File: src/core/intc_pkg.sv
// Shared constants and types for the interrupt priority and status block
package intc_pkg;
  localparam int ADDR_W  = 8;
  localparam int DATA_W  = 32;
  localparam int UNIT_N  = 5;
  localparam int FAULT_N = 8;
  localparam int PRIO_W  = 4;
  localparam int LEVEL_W = 5;
  localparam int PRIO_N  = 16;
  localparam int SRC_W   = 10;
  localparam int ENTRY_W = 11;
  localparam int IRQ_N   = 3;

  // Register byte offsets
  localparam logic [ADDR_W-1:0] UNIT_STATUS_OFS     = 8'h00;
  localparam logic [ADDR_W-1:0] ROUTING_OFS         = 8'h04;
  localparam logic [ADDR_W-1:0] T0_PEND_PEEK_OFS    = 8'h08;
  localparam logic [ADDR_W-1:0] T0_PEND_TAKE_OFS    = 8'h0C;
  localparam logic [ADDR_W-1:0] T1_PEND_PEEK_OFS    = 8'h10;
  localparam logic [ADDR_W-1:0] T1_PEND_TAKE_OFS    = 8'h14;
  localparam logic [ADDR_W-1:0] T0_LEVEL_OFS        = 8'h18;
  localparam logic [ADDR_W-1:0] T1_LEVEL_OFS        = 8'h1C;
  localparam logic [ADDR_W-1:0] FAULT_RECORD_OFS    = 8'h20;
  localparam logic [ADDR_W-1:0] FAULT_SET_OFS       = 8'h24;
  localparam logic [ADDR_W-1:0] FAULT_CLEAR_OFS     = 8'h28;
  localparam logic [ADDR_W-1:0] FAULT_MASK_OFS      = 8'h2C;
  localparam logic [ADDR_W-1:0] FAULT_CHKSTP_EN_OFS = 8'h30;
  localparam logic [ADDR_W-1:0] FAULT_SYSERR_EN_OFS = 8'h34;
  localparam logic [ADDR_W-1:0] IRQ_STATUS_OFS      = 8'h38;
  localparam logic [ADDR_W-1:0] IRQ_MASK_OFS        = 8'h3C;

  // Field positions
  localparam int PP_VALID_BIT   = 31;
  localparam int PP_TYPE_BIT    = 30;
  localparam int PP_SRC_LSB     = 8;
  localparam int PP_PRIO_LSB    = 4;
  localparam int LEVEL_LSB      = 3;
  localparam int ROUTE_DEST_LSB = 0;
  localparam int ROUTE_PRIO_LSB = 4;
  localparam int IRQ_UNIT_BIT   = 0;
  localparam int IRQ_FAULT_BIT  = 1;
  localparam int IRQ_LOST_BIT   = 2;

  // Routing destinations
  localparam logic [1:0] DEST_RING_BUS = 2'h0;
  localparam logic [1:0] DEST_THREAD0  = 2'h1;
  localparam logic [1:0] DEST_THREAD1  = 2'h2;

  // Source fields of the class 1 entry the controller queues for itself
  localparam logic [1:0] CLASS1_CODE = 2'h1;
  localparam logic [3:0] SELF_NODE   = 4'h0;
  localparam logic [3:0] SELF_UNIT   = 4'hE;

  // Reset values
  localparam logic [LEVEL_W-1:0] LEVEL_RST   = 5'h00;
  localparam logic [7:0]         ROUTING_RST = 8'h00;

  typedef logic [PRIO_W-1:0]  prio_t;
  typedef logic [LEVEL_W-1:0] level_t;
  typedef logic [ENTRY_W-1:0] entry_t;
endpackage

File: src/core/pend_queue_if.sv
// Connection between the register core and one thread's pending queue
`timescale 1ns/10ps
interface pend_queue_if;
  import intc_pkg::*;
  logic   ins_valid;
  prio_t  ins_prio;
  entry_t ins_entry;
  logic   take;
  logic   head_valid;
  prio_t  head_prio;
  entry_t head_entry;
  logic   lost;

  modport ctrl (output ins_valid, ins_prio, ins_entry, take,
                input  head_valid, head_prio, head_entry, lost);
  modport queue (input  ins_valid, ins_prio, ins_entry, take,
                 output head_valid, head_prio, head_entry, lost);
endinterface

File: src/core/pend_queue.sv
// One entry per priority for one thread, best entry presented from a register
`timescale 1ns/10ps
module pend_queue
  import intc_pkg::*;
(
  input  wire logic  i_clk_sys, // System clock
  input  wire logic  i_resetn,  // Synchronous reset, active low
  pend_queue_if.queue q         // Insert, take and head
);
  typedef struct packed {
    logic [PRIO_N-1:0]            valid;
    logic [PRIO_N-1:0][ENTRY_W-1:0] entry;
    logic                         head_valid;
    prio_t                        head_prio;
    entry_t                       head_entry;
    logic                         lost;
  } queue_s;

  queue_s s_reg;
  queue_s s_next;

  always_comb
  begin
    s_next      = s_reg;
    s_next.lost = 1'b0;
    // Take removes the entry being presented
    if (q.take && s_reg.head_valid)
    begin
      s_next.valid[s_reg.head_prio] = 1'b0;
    end
    // An arrival overrides a take of the same slot so nothing is lost
    if (q.ins_valid)
    begin
      s_next.lost                 = s_reg.valid[q.ins_prio] &&
                                    !(q.take && s_reg.head_valid &&
                                      s_reg.head_prio == q.ins_prio);
      s_next.valid[q.ins_prio]    = 1'b1;
      s_next.entry[q.ins_prio]    = q.ins_entry;
    end
    // Masked entries simply stay here until the level lets them out
    s_next.head_valid = |s_next.valid;
    s_next.head_prio  = '0;
    s_next.head_entry = '0;
    for (int p = PRIO_N - 1; p >= 0; p--)
    begin
      if (s_next.valid[p])
      begin
        s_next.head_prio  = prio_t'(p);
        s_next.head_entry = s_next.entry[p];
      end
    end
  end

  always_ff @(posedge i_clk_sys)
  begin
    if (!i_resetn)
      s_reg <= '0;
    else
      s_reg <= s_next;
  end

  assign q.head_valid = s_reg.head_valid;
  assign q.head_prio  = s_reg.head_prio;
  assign q.head_entry = s_reg.head_entry;
  assign q.lost       = s_reg.lost;
endmodule // pend_queue

File: src/core/interrupt_priority_status.sv
// Unit status, per-thread priority levels and fault isolation registers
`timescale 1ns/10ps
module interrupt_priority_status
  import intc_pkg::*;
(
  input  wire logic                        i_clk_sys,        // System clock, 10 MHz
  input  wire logic                        i_resetn,         // Synchronous reset, active low
  input  wire logic [intc_pkg::ADDR_W-1:0] i_addr,           // Register byte address
  input  wire logic [intc_pkg::DATA_W-1:0] i_wdata,          // Write data
  input  wire logic                        i_wr,             // Write strobe
  input  wire logic                        i_rd,             // Read strobe
  output      logic [intc_pkg::DATA_W-1:0] o_rdata,          // Read data, cycle after i_rd
  input  wire logic [intc_pkg::UNIT_N-1:0] i_unit_event,     // Unit condition pulses
  input  wire logic [intc_pkg::FAULT_N-1:0] i_fault_event,   // Fault detect pulses
  input  wire logic                        i_ext_valid,      // External interrupt arrival
  input  wire logic                        i_ext_thread,     // Target thread of arrival
  input  wire logic                        i_ext_type,       // Arrival type bit
  input  wire logic [intc_pkg::SRC_W-1:0]  i_ext_src,        // Class, node and unit of arrival
  input  wire intc_pkg::prio_t             i_ext_prio,       // Priority of arrival
  output      logic [1:0]                  o_ext_irq,        // External interrupt per thread
  output      logic                        o_ring_bus_class1, // Class 1 routed to ring bus
  output      logic                        o_checkstop,      // Checkstop interrupt
  output      logic                        o_system_error,   // System error interrupt
  output      logic                        o_irq             // Summary interrupt, level
);
  import intc_pkg::*;

  typedef struct packed {
    logic [UNIT_N-1:0]  unit_status;
    logic               unit_nz;
    logic               class1_pend;
    logic [7:0]         routing;
    level_t             level0;
    level_t             level1;
    logic [FAULT_N-1:0] fault_record;
    logic [FAULT_N-1:0] fault_mask;
    logic [FAULT_N-1:0] fault_chkstp_en;
    logic [FAULT_N-1:0] fault_syserr_en;
    logic [IRQ_N-1:0]   irq_status;
    logic [IRQ_N-1:0]   irq_mask;
    logic [DATA_W-1:0]  rdata;
    logic [1:0]         ext_irq;
    logic               ring_class1;
    logic               checkstop;
    logic               system_error;
    logic               irq;
  } core_s;

  core_s s_reg;
  core_s s_next;

  pend_queue_if q0 ();
  pend_queue_if q1 ();

  pend_queue u_queue0
  (
    .i_clk_sys (i_clk_sys),
    .i_resetn  (i_resetn),
    .q         (q0)
  );

  pend_queue u_queue1
  (
    .i_clk_sys (i_clk_sys),
    .i_resetn  (i_resetn),
    .q         (q1)
  );

  // Hardware set wins over a software clear in the same cycle
  function automatic logic [FAULT_N-1:0] clear_set(input logic [FAULT_N-1:0] old,
                                                   input logic [FAULT_N-1:0] clr,
                                                   input logic [FAULT_N-1:0] set);
    clear_set = (old & ~clr) | set;
  endfunction

  // Pending port word; fields not held read as zero
  function automatic logic [DATA_W-1:0] pend_word(input logic   valid,
                                                  input prio_t  prio,
                                                  input entry_t entry);
    logic [DATA_W-1:0] w;
    w = '0;
    if (valid)
    begin
      w[PP_VALID_BIT]                       = 1'b1;
      w[PP_TYPE_BIT]                        = entry[SRC_W];
      w[PP_SRC_LSB +: SRC_W]                = entry[SRC_W-1:0];
      w[PP_PRIO_LSB +: PRIO_W]              = prio;
    end
    pend_word = w;
  endfunction

  // Interrupt priority is placed in the top four of the five level bits
  function automatic logic unmasked(input logic valid, input prio_t prio,
                                    input level_t level);
    unmasked = valid && ({prio, 1'b0} < level);
  endfunction

  logic              wr_hit;
  logic [FAULT_N-1:0] wd_fault;
  logic [FAULT_N-1:0] fault_new;
  logic [FAULT_N-1:0] fault_base;
  logic [FAULT_N-1:0] fault_clr;
  logic [IRQ_N-1:0]   irq_event;
  logic [1:0]         dest;
  entry_t             class1_entry;
  logic               class1_to0;
  logic               class1_to1;

  always_comb
  begin
    s_next       = s_reg;
    wr_hit       = i_wr;
    wd_fault     = i_wdata[FAULT_N-1:0];
    dest         = s_reg.routing[ROUTE_DEST_LSB +: 2];
    class1_entry = {1'b0, CLASS1_CODE, SELF_NODE, SELF_UNIT};
    irq_event    = '0;

    q0.ins_valid = 1'b0;
    q0.ins_prio  = '0;
    q0.ins_entry = '0;
    q0.take      = 1'b0;
    q1.ins_valid = 1'b0;
    q1.ins_prio  = '0;
    q1.ins_entry = '0;
    q1.take      = 1'b0;

    // Unit condition status, write one to clear
    s_next.unit_status = s_reg.unit_status | i_unit_event;
    if (wr_hit && i_addr == UNIT_STATUS_OFS)
    begin
      s_next.unit_status = (s_reg.unit_status & ~i_wdata[UNIT_N-1:0]) |
                           i_unit_event;
    end
    s_next.unit_nz = |s_next.unit_status;
    irq_event[IRQ_UNIT_BIT] = s_next.unit_nz && !s_reg.unit_nz;

    // A fresh class 1 condition routed to a thread is queued once per rise of the status
    if (s_next.unit_nz && !s_reg.unit_nz &&
        (dest == DEST_THREAD0 || dest == DEST_THREAD1))
    begin
      s_next.class1_pend = 1'b1;
    end
    // Arrivals from outside take the queue port first; class 1 waits for a cycle with no arrival for its thread
    class1_to0 = s_reg.class1_pend && dest == DEST_THREAD0 &&
                 !(i_ext_valid && !i_ext_thread);
    class1_to1 = s_reg.class1_pend && dest == DEST_THREAD1 &&
                 !(i_ext_valid && i_ext_thread);
    if (class1_to0 || class1_to1)
      s_next.class1_pend = 1'b0;
    if (s_reg.class1_pend && dest != DEST_THREAD0 && dest != DEST_THREAD1)
      s_next.class1_pend = 1'b0;

    if (i_ext_valid && !i_ext_thread)
    begin
      q0.ins_valid = 1'b1;
      q0.ins_prio  = i_ext_prio;
      q0.ins_entry = {i_ext_type, i_ext_src};
    end
    else if (class1_to0)
    begin
      q0.ins_valid = 1'b1;
      q0.ins_prio  = s_reg.routing[ROUTE_PRIO_LSB +: PRIO_W];
      q0.ins_entry = class1_entry;
    end
    if (i_ext_valid && i_ext_thread)
    begin
      q1.ins_valid = 1'b1;
      q1.ins_prio  = i_ext_prio;
      q1.ins_entry = {i_ext_type, i_ext_src};
    end
    else if (class1_to1)
    begin
      q1.ins_valid = 1'b1;
      q1.ins_prio  = s_reg.routing[ROUTE_PRIO_LSB +: PRIO_W];
      q1.ins_entry = class1_entry;
    end
    irq_event[IRQ_LOST_BIT] = q0.lost | q1.lost;

    // Fault record: hardware detects, software set and clear points
    fault_new  = i_fault_event & ~s_reg.fault_mask;
    fault_base = s_reg.fault_record;
    fault_clr  = '0;
    if (wr_hit && i_addr == FAULT_RECORD_OFS)
      fault_base = wd_fault;
    if (wr_hit && i_addr == FAULT_SET_OFS)
      fault_new = fault_new | wd_fault;
    if (wr_hit && i_addr == FAULT_CLEAR_OFS)
      fault_clr = wd_fault;
    s_next.fault_record = clear_set(fault_base, fault_clr, fault_new);
    irq_event[IRQ_FAULT_BIT] = |(fault_new & ~s_reg.fault_record);

    if (wr_hit)
    begin
      case (i_addr)
        ROUTING_OFS:         s_next.routing = i_wdata[7:0];
        T0_LEVEL_OFS:        s_next.level0 = i_wdata[LEVEL_LSB +: LEVEL_W];
        T1_LEVEL_OFS:        s_next.level1 = i_wdata[LEVEL_LSB +: LEVEL_W];
        FAULT_MASK_OFS:      s_next.fault_mask = wd_fault;
        FAULT_CHKSTP_EN_OFS: s_next.fault_chkstp_en = wd_fault;
        FAULT_SYSERR_EN_OFS: s_next.fault_syserr_en = wd_fault;
        IRQ_MASK_OFS:        s_next.irq_mask = i_wdata[IRQ_N-1:0];
        default:             ;
      endcase
    end

    // Summary interrupt status, write one to clear, new events win
    s_next.irq_status = (s_reg.irq_status & ~((wr_hit && i_addr == IRQ_STATUS_OFS) ?
                         i_wdata[IRQ_N-1:0] : {IRQ_N{1'b0}})) | irq_event;

    // Read data stand the cycle after the strobe only
    s_next.rdata = '0;
    if (i_rd)
    begin
      case (i_addr)
        UNIT_STATUS_OFS:     s_next.rdata[UNIT_N-1:0] = s_reg.unit_status;
        ROUTING_OFS:         s_next.rdata[7:0] = s_reg.routing;
        T0_PEND_PEEK_OFS,
        T0_PEND_TAKE_OFS:    s_next.rdata = pend_word(q0.head_valid, q0.head_prio,
                                                      q0.head_entry);
        T1_PEND_PEEK_OFS,
        T1_PEND_TAKE_OFS:    s_next.rdata = pend_word(q1.head_valid, q1.head_prio,
                                                      q1.head_entry);
        T0_LEVEL_OFS:        s_next.rdata[LEVEL_LSB +: LEVEL_W] = s_reg.level0;
        T1_LEVEL_OFS:        s_next.rdata[LEVEL_LSB +: LEVEL_W] = s_reg.level1;
        FAULT_RECORD_OFS:    s_next.rdata[FAULT_N-1:0] = s_reg.fault_record;
        FAULT_MASK_OFS:      s_next.rdata[FAULT_N-1:0] = s_reg.fault_mask;
        FAULT_CHKSTP_EN_OFS: s_next.rdata[FAULT_N-1:0] = s_reg.fault_chkstp_en;
        FAULT_SYSERR_EN_OFS: s_next.rdata[FAULT_N-1:0] = s_reg.fault_syserr_en;
        IRQ_STATUS_OFS:      s_next.rdata[IRQ_N-1:0] = s_reg.irq_status;
        IRQ_MASK_OFS:        s_next.rdata[IRQ_N-1:0] = s_reg.irq_mask;
        default:             s_next.rdata = '0;
      endcase
      // Taking read moves the shown priority into the thread level
      if (i_addr == T0_PEND_TAKE_OFS)
      begin
        q0.take = 1'b1;
        if (q0.head_valid)
          s_next.level0 = {q0.head_prio, 1'b0};
      end
      if (i_addr == T1_PEND_TAKE_OFS)
      begin
        q1.take = 1'b1;
        if (q1.head_valid)
          s_next.level1 = {q1.head_prio, 1'b0};
      end
    end

    // Outputs, one register stage behind the state they follow
    s_next.ext_irq[0]   = unmasked(q0.head_valid, q0.head_prio, s_reg.level0);
    s_next.ext_irq[1]   = unmasked(q1.head_valid, q1.head_prio, s_reg.level1);
    s_next.ring_class1  = s_reg.unit_nz && dest == DEST_RING_BUS;
    s_next.checkstop    = |(s_reg.fault_record & s_reg.fault_chkstp_en);
    s_next.system_error = |(s_reg.fault_record & s_reg.fault_syserr_en);
    s_next.irq          = |(s_reg.irq_status & s_reg.irq_mask);
  end

  always_ff @(posedge i_clk_sys)
  begin
    if (!i_resetn)
    begin
      s_reg         <= '0;
      s_reg.routing <= ROUTING_RST;
      s_reg.level0  <= LEVEL_RST;
      s_reg.level1  <= LEVEL_RST;
    end
    else
    begin
      s_reg <= s_next;
    end
  end

  assign o_rdata           = s_reg.rdata;
  assign o_ext_irq         = s_reg.ext_irq;
  assign o_ring_bus_class1 = s_reg.ring_class1;
  assign o_checkstop       = s_reg.checkstop;
  assign o_system_error    = s_reg.system_error;
  assign o_irq             = s_reg.irq;
endmodule // interrupt_priority_status

File: config.mk
export PLATFORM = sky130hd
export DESIGN_NAME = interrupt_priority_status
export DESIGN_NICKNAME = d
export VERILOG_FILES = /design/src/core/intc_pkg.sv /design/src/core/pend_queue_if.sv /design/src/core/pend_queue.sv /design/src/core/interrupt_priority_status.sv
export SDC_FILE = /design/constraint.sdc
export NUM_CORES = 1
export LEC_CHECK = 0
export BUFFER_PORTS_ARGS = -buffer_cell sky130_fd_sc_hd__buf_2
export CORE_AREA = 2 2 228 230
export CTS_BUF_LIST = sky130_fd_sc_hd__clkbuf_4
export DETAILED_ROUTE_END_ITERATION = 8
export DIE_AREA = 0 0 230 232
export PLACE_DENSITY = 0.71
export SYNTH_ARGS = -nofsm -noshare
export SYNTH_HDL_FRONTEND = slang
export SYNTH_SLANG_ARGS = --single-unit
File: constraint.sdc
create_clock -name i_clk_sys -period 4 [get_ports i_clk_sys]
set_clock_uncertainty 0.15 [all_clocks]
set_input_delay 0.8 -clock i_clk_sys [delete_from_list [all_inputs] [get_ports i_clk_sys]]
set_output_delay 0.8 -clock i_clk_sys [all_outputs]
set_load 0.005 [all_outputs]
# [After elaboration in Yosys (flattened, before gate mapping)]
# Index checks and enable logic that the tools add are counted.
[word_totals] inputBits=74 out_inout_bits=38 elab_cells=278 regBits=519
[classes] eq_ne=21 bitwise=26 n_reduce_logical=64 n_mux=91 magnitude_cmp=10
[op_table] op="$mux W192" count=2
[op_table] op="$bwmux W176" count=2
[op_table] op="$mux W15" count=16
[op_table] op="$mux W14" count=10
[op_table] op="$demux W11 S4" count=2
[op_table] op="$mux W11" count=6
[op_table] op="$eq A8 B6 Y1 const B" count=8
[op_table] op="$mux W13" count=4
[op_table] op="$pmux W24 S2" count=1
[op_table] op="$and A8 B8 Y8" count=5
[op_table] op="$mux W5" count=7
[op_table] op="$and A16 B16 Y16" count=2
[op_table] op="$eq A8 B5 Y1 const B" count=4
[op_table] op="$mux W16" count=2
[op_table] op="$not A16 Y16" count=2
[op_table] op="$or A16 B16 Y16" count=2
[op_table] op="$reduce_or A16 Y1" count=2
[op_table] op="$logic_and A1 B1 Y1" count=28
[op_table] op="$pmux W3 S9" count=1
[op_table] op="$mux W12" count=2
[op_table] op="$mux W8" count=3
[op_table] op="$not A8 Y8" count=3
[op_table] op="$pmux W3 S8" count=1
[op_table] op="$reduce_or A8 Y1" count=3
[op_table] op="37 further kinds" count=94

# [Depth between registers and ports, before layout]
[depth] depth_word=28 depth_mapped=14 depth_no_buf=11

# [Hierarchy]
# A second synthesis with hierarchy kept.
[unflattened] cells_unflattened=2907 hier_area_um2=25461.9
[modules_own_cells] mod="pend_queue" instances=2 area_each_um2=10098.4 cells_each=1135 seq_area_each_um2=4184.0
[modules_own_cells] mod="interrupt_priority_status" instances=1 area_each_um2=5265.0 cells_each=637 seq_area_each_um2=1781.7

# [Least setup slack after synthesis]
# Ideal clock, no wire load.
[synth_path] path_kind="input to register" startpoint="input port i_addr[5] (netlist bit)" endpoint="register u_queue1.s_reg (netlist bit u_queue1.q.head_entry[8])" arrival_ns=3.272 required_ns=3.733 stages=10 setup_slack_ns=0.461 setup_time_ns=0.117 n_path_buf=1 cell_sequence="or4b_4 or4_1 buf_2 o21a_1 a311oi_1 o211ai_1 a211oi_1 o21a_1 o211ai_1 a32o_1"
[synth_via] elab_chain_len=23
[synth_lines] item="start: declaration" line_no="interrupt_priority_status.sv:8" rtl="input wire logic [intc_pkg::ADDR_W-1:0] i_addr,"
[synth_lines] item="$eq A8 B5 Y1 *" line_no="interrupt_priority_status.sv:240" rtl="if (i_addr == T1_PEND_TAKE_OFS)"
[synth_lines] item="$mux W1 *" line_no="interrupt_priority_status.sv:240"
[synth_lines] item="$mux W1 *" line_no="interrupt_priority_status.sv:212" rtl="if (i_rd)"
[synth_lines] item="$logic_and A1 B1 Y1 *" line_no="pend_queue.sv:27" rtl="if (q.take && s_reg.head_valid)"
[synth_lines] item="$mux W16 *" line_no="pend_queue.sv:27"
[synth_lines] item="$or A16 B16 Y16 (no line)"
[synth_lines] item="$mux W192 *" line_no="pend_queue.sv:32" rtl="if (q.ins_valid)"
[synth_lines] item="$mux W15 (8 in series)" line_no="pend_queue.sv:46" rtl="if (s_next.valid[p])"
[synth_lines] item="$mux W14 (4 in series)" line_no="pend_queue.sv:46"
[synth_lines] item="$mux W13 (2 in series)" line_no="pend_queue.sv:46"
[synth_lines] item="$mux W12" line_no="pend_queue.sv:46"
[synth_lines] item="$mux W11 *" line_no="pend_queue.sv:46"
[synth_lines] item="end signal: assignment" line_no="pend_queue.sv:59" rtl="s_reg <= s_next;"
[synth_lines] item="end: declaration" line_no="pend_queue.sv:19" rtl="queue_s s_reg;"
# Mark *: on every way between the ends. The rest lies on a longest branch, timed or not.
# A chain may end at the register's enable or synchronous reset.

# [Worst setup path in the final report]
[layout_path] startpoint="register s_reg (netlist bit dest[0])" endpoint="register u_queue1.s_reg (netlist bit u_queue1.q.head_entry[6])"
[layout_via] elab_chain_len=27 elab_cells_between_ends=33 cone_classes="2 x order compare; 1 x eq/ne; 26 x mux; 1 x bitwise; 3 x reduce/logical"
[layout_lines] item="start: declaration" line_no="interrupt_priority_status.sv:49" rtl="core_s s_reg;"
[layout_lines] item="start signal: assignment" line_no="interrupt_priority_status.sv:268" rtl="s_reg <= s_next;"
[layout_lines] item="$eq A2 B2 Y1 *" line_no="interrupt_priority_status.sv:146" rtl="class1_to1 = s_reg.class1_pend && dest == DEST_THREAD1 &&"
[layout_lines] item="$logic_and A1 B1 Y1 * (2 in series)" line_no="interrupt_priority_status.sv:146"
[layout_lines] item="$mux W4" line_no="interrupt_priority_status.sv:171" rtl="else if (class1_to1)"
[layout_lines] item="$mux W4" line_no="interrupt_priority_status.sv:165" rtl="if (i_ext_valid && i_ext_thread)"
[layout_lines] item="$lt A4 B5 Y1 (implied by the code) / $ge A4 B1 Y1 (equally long branches)" line_no="pend_queue.sv:37, pend_queue.sv:38"
[layout_lines] item="$logic_and A1 B1 Y1 (implied by the code)" line_no="pend_queue.sv:37, pend_queue.sv:38"
[layout_lines] item="$mux W11 (implied by the code) / $mux W1 (equally long branches)" line_no="pend_queue.sv:38, pend_queue.sv:37"
[layout_lines] item="$demux W11 S4 / $demux W1 S4 (equally long branches)"
[layout_lines] item="$bwmux W176 / $or A16 B16 Y16 (equally long branches)"
[layout_lines] item="$mux W192 *" line_no="pend_queue.sv:32"
[layout_lines] item="$mux W15 (8 in series)" line_no="pend_queue.sv:46"
[layout_lines] item="$mux W14 (4 in series)" line_no="pend_queue.sv:46"
[layout_lines] item="$mux W13 (2 in series)" line_no="pend_queue.sv:46"
[layout_lines] item="$mux W12" line_no="pend_queue.sv:46"
[layout_lines] item="$mux W11 *" line_no="pend_queue.sv:46"
# Marked as above.

==> summary by stage <==
GRT
The initial antenna violation count is 8. The first global-routing pass estimated 145,000 um of wire. The largest net degree at the start of global routing is 97. The total grt overflow is 0.

The total global routing track utilization is 0.350. The via count of the first global-routing pass is approximately 25,000.

Timing
Dividing the final minimum period by the clock period gives 0.932. Setup repair after global routing left no endpoint under its margin. Headroom to the max-slew limit came out at 0.285. The total of endpoints with negative setup slack in the final report is 0. The fmax is 268 MHz. The count of pins over their slew limit is 0. For the pin with the worst max-slew slack, the measured transition is 1.07 ns. The final critical-path setup slack is 0.274 ns.

The smallest clock period supported by the final layout is computed as about 3.7 ns. Summed over all failing endpoints, the final setup total negative slack is 0 ns. The count of endpoints failing hold in the final timing report is 0.

Hold path
Along the worst hold path, the cell count comes to 4. The endpoint with the worst hold slack is s_reg[72]$_SDFF_PN0_. The path class of the tightest hold or removal check is input pin to register.

The worst min-delay path startpoint is i_fault_event[4].

Synthesis
Synthesis produced 3,303 cells. The flip-flop and latch count after synthesis is between 500 and 600. The average instance area after synthesis is 7.60 um2.

Ranked by instance count, the synthesized netlist is headed by 513 x sky130_fd_sc_hd__nor2_1, 507 x sky130_fd_sc_hd__dfxtp_1, 459 x sky130_fd_sc_hd__nand2_1, 408 x sky130_fd_sc_hd__a21oi_1, 235 x sky130_fd_sc_hd__clkbuf_1. For this run, the leading register cell type out of synthesis is sky130_fd_sc_hd__dfxtp_1. In the post-synthesis netlist, the biggest area contributors are sky130_fd_sc_hd__dfxtp_1 40%, sky130_fd_sc_hd__a21oi_1 8.1%, sky130_fd_sc_hd__nor2_1 7.7%. Of all flip-flops after synthesis, the portion carrying an async set or reset was 0. Counting flops with a built-in enable in the synthesized netlist gives 0. The area share of the largest cell type after synthesis is 0.404. The sequential-to-total area share from yosys stat is 0.404. The distinct cell type count after synthesis is 85. The synthesis warning total is 0.

The cell area after synthesis is 25,100 um2. The post-synthesis cell type with the largest combined area is sky130_fd_sc_hd__dfxtp_1. The dominant cell by count in the synthesized netlist is sky130_fd_sc_hd__nor2_1.

Place
Prior to clock tree synthesis, the placed netlist has a worst setup slack of -0.0710 ns. The routability congestion estimate from global placement is 0.966. Buffers placed on the I/O ports in this run total 75. The sum of net half-perimeters after detailed placement is 69,000 um.

Route
The detailed router finished its first iteration with 3,018 violations. The first detailed-routing pass took 7 iterations. For this block, the via count after detailed routing is 26,900. For this run, design rule violations remaining after detail routing come to 0.

The post-detailed-route wirelength per cell is 21.5 um. The final layout contains routed wiring with a total length of approximately 95,000 um. The final antenna-violating net count is 0. The routed via count divided by cell count is 6.11.

Worst setup path
The worst path required time is 4.76 ns. The critical path launch point type is a register. In this run the worst path has a maximum fanout of 8. The critical path in this run is classified as register to register. For this run, the slowest stage of the critical path takes 0.71 ns. For the worst flop-to-flop path, the logic depth is 11. The flop-to-flop setup slack is roughly 0.27 ns. The kind of cell with the highest combined delay on the critical path is compound AO/OA/AOI/OAI gates. The origin of the critical flop-to-flop path is dest[0]$_SDFFE_PN0P_.

STA classifies the critical path endpoint as a register. The endpoint of the worst register-to-register path is u_queue1.q.head_entry[6]$_SDFF_PN0_. Among all stages on the critical path, the largest delay is contributed by sky130_fd_sc_hd__a21boi_0. Together, buffers and inverters on the worst path number 2. Traced cell by cell, the critical path runs through inv_1 > ha_1 > nand2_1 > nor3_1 > a21boi_0 > o211ai_2 > buf_4 > o2111ai_1 > a32oi_1 > a2111o_1 > o221ai_1. Data arrives at the worst endpoint at 4.49 ns.

CTS
CTS saw 507 sinks. The H-tree was split into 4 levels. The latest clock arrival within the worst-skew pair is approximately 1.0 ns.

Once the clock tree was built, the resizer swapped 0 gates to a different size. Clock tree synthesis inserted a total of 142 buffers. The longest clock path from root to sink contains 3 buffers. For this design, the CTS-stage hold fixing added 22 buffers. In this run the clock root is driven by a sky130_fd_sc_hd__clkbuf_4.

Post-CTS timing repair inserted 0 buffers for setup. TritonCTS built the clock tree. The clock transition at the registers of the reported paths is 0.07 ns.

Cells and area
The number of fillers in the final layout is roughly 4,700. The area growth from synthesis to final layout is 19.3%. In the final layout, the share of cells above drive strength 1 is 0.191. For this run, the post-layout net count is 3,694.

Power
Power spread over the standard cell area amounts to 371 nW/um2. In this run the static leakage power is roughly 0.012 uW. VDD sags by at most 0.000221 V.

Floorplanning
The number of rows in the core area is between 80 and 90. The core region is a little over 50,000 um2. The die covers 53,400 um2. The initial utilization of the core area, before any placement, comes to 0.493.

The width of the die is 230 um. From bottom edge to top edge, the die measures ~230 um. The number of top-level pins is 112.

Job
The count of max-cap constraint violations is 0.

Outcome
The flow ran to the end, and the final reports show no timing, DRC or antenna violations.
-- where the power goes --
part	leakage (uW)	internal (uW)	switching [uW]
clock	0.00106	2580	2240
sequential	0.00410	5120	73.5
combinational	0.00654	397	690
total	0.0117	8100	3010
-- placed cells by master, fill, tap and decap left out, drive strengths merged, types with 28 or more instances in the layout --
cell type,netlist,final
a211oi,52,52
a21oi,409,409
a22oi,58,58
and2,62,62
buf,57,421
clkbuf,235,204
dfxtp,507,507
inv,22,28
mux2i,64,64
nand2,460,460
nand3,75,75
nor2,517,517
nor2b,28,28
nor3,39,39
o211ai,47,47
o21ai,184,184
o221ai,48,48
o22ai,37,37
-- cell type report --
class	count	area [um2]	share of cell area
Antenna cell	13	32.5	0.00109
Sequential cell	507	10100	0.339
Multi-Input combinational cell	2493	13700	0.457
Tap cell	680	851	0.0284
Clock buffer	204	1530	0.0511
Inverter	22	90.1	0.00301
Timing Repair Buffer	443	3370	0.112
Clock inverter	33	238	0.00794
-- worst max-delay path by stage --
stage                         start                                  end  slack, ns  cells past startpoint
6_report       dest[0]$_SDFFE_PN0P_  u_queue1.q.head_entry[6]$_SDFF_PN0_       0.27                     11
5_1_grt        dest[0]$_SDFFE_PN0P_  u_queue1.q.head_entry[6]$_SDFF_PN0_       0.18                     11
4_1_cts        dest[0]$_SDFFE_PN0P_  u_queue1.q.head_entry[2]$_SDFF_PN0_       0.41                     13
3_5_place_dp              i_addr[5]  u_queue0.q.head_entry[3]$_SDFF_PN0_      -0.07                     14
3_3_place_gp              i_addr[5]  u_queue0.q.head_entry[3]$_SDFF_PN0_      -0.06                     14
2_1_floorplan             i_addr[5]  u_queue1.q.head_entry[8]$_SDFF_PN0_       0.46                     10
-- through the flow --
step,cells,total power (uW),instance area (um2),hold WS [ns],utilization
5_1_grt,4389,11500,29900,0.0255,0.588
6_report,4395,11100,30000,0.0476,0.589
3_3_place_gp,4123,6330,27900,0.287,0.549
2_1_floorplan,3314,5870,25200,0.267,-
4_1_cts,4382,11100,29900,0.000641,0.588
3_5_place_dp,4123,6340,27900,0.293,0.549
-- per-layer routing --
metal / GRT usage / routed length [um]
met1: 0.452 / 38800
met2: 0.554 / 42600
met3: 0.0755 / 8800
met4: 0.177 / 4460
met5: 0 / 25
-- worst min-delay path, delay by kind of cell --
kind	cells	cell delay, ns
and+or+nand+nor	1	0.12
buffers and inverters	1	0.08
AOI/OAI and AO/OA	2	0.18
-- logic make-up (layout without fill, tap and decap cells) --
family,count (synthesis),in the layout,synth area share
AO/OA/AOI/OAI,1054,1054,0.269
XOR/XNOR,10,10,0.00349
adder cells (fa/ha/maj),11,11,0.00548
buffers and inverters,314,702,0.0528
flip-flops,507,507,0.404
multiplexers,80,80,0.0327
other,1,25,0.000149
AND/OR/NAND/NOR,1326,1326,0.232
Power figures use the tool's default switching activity.
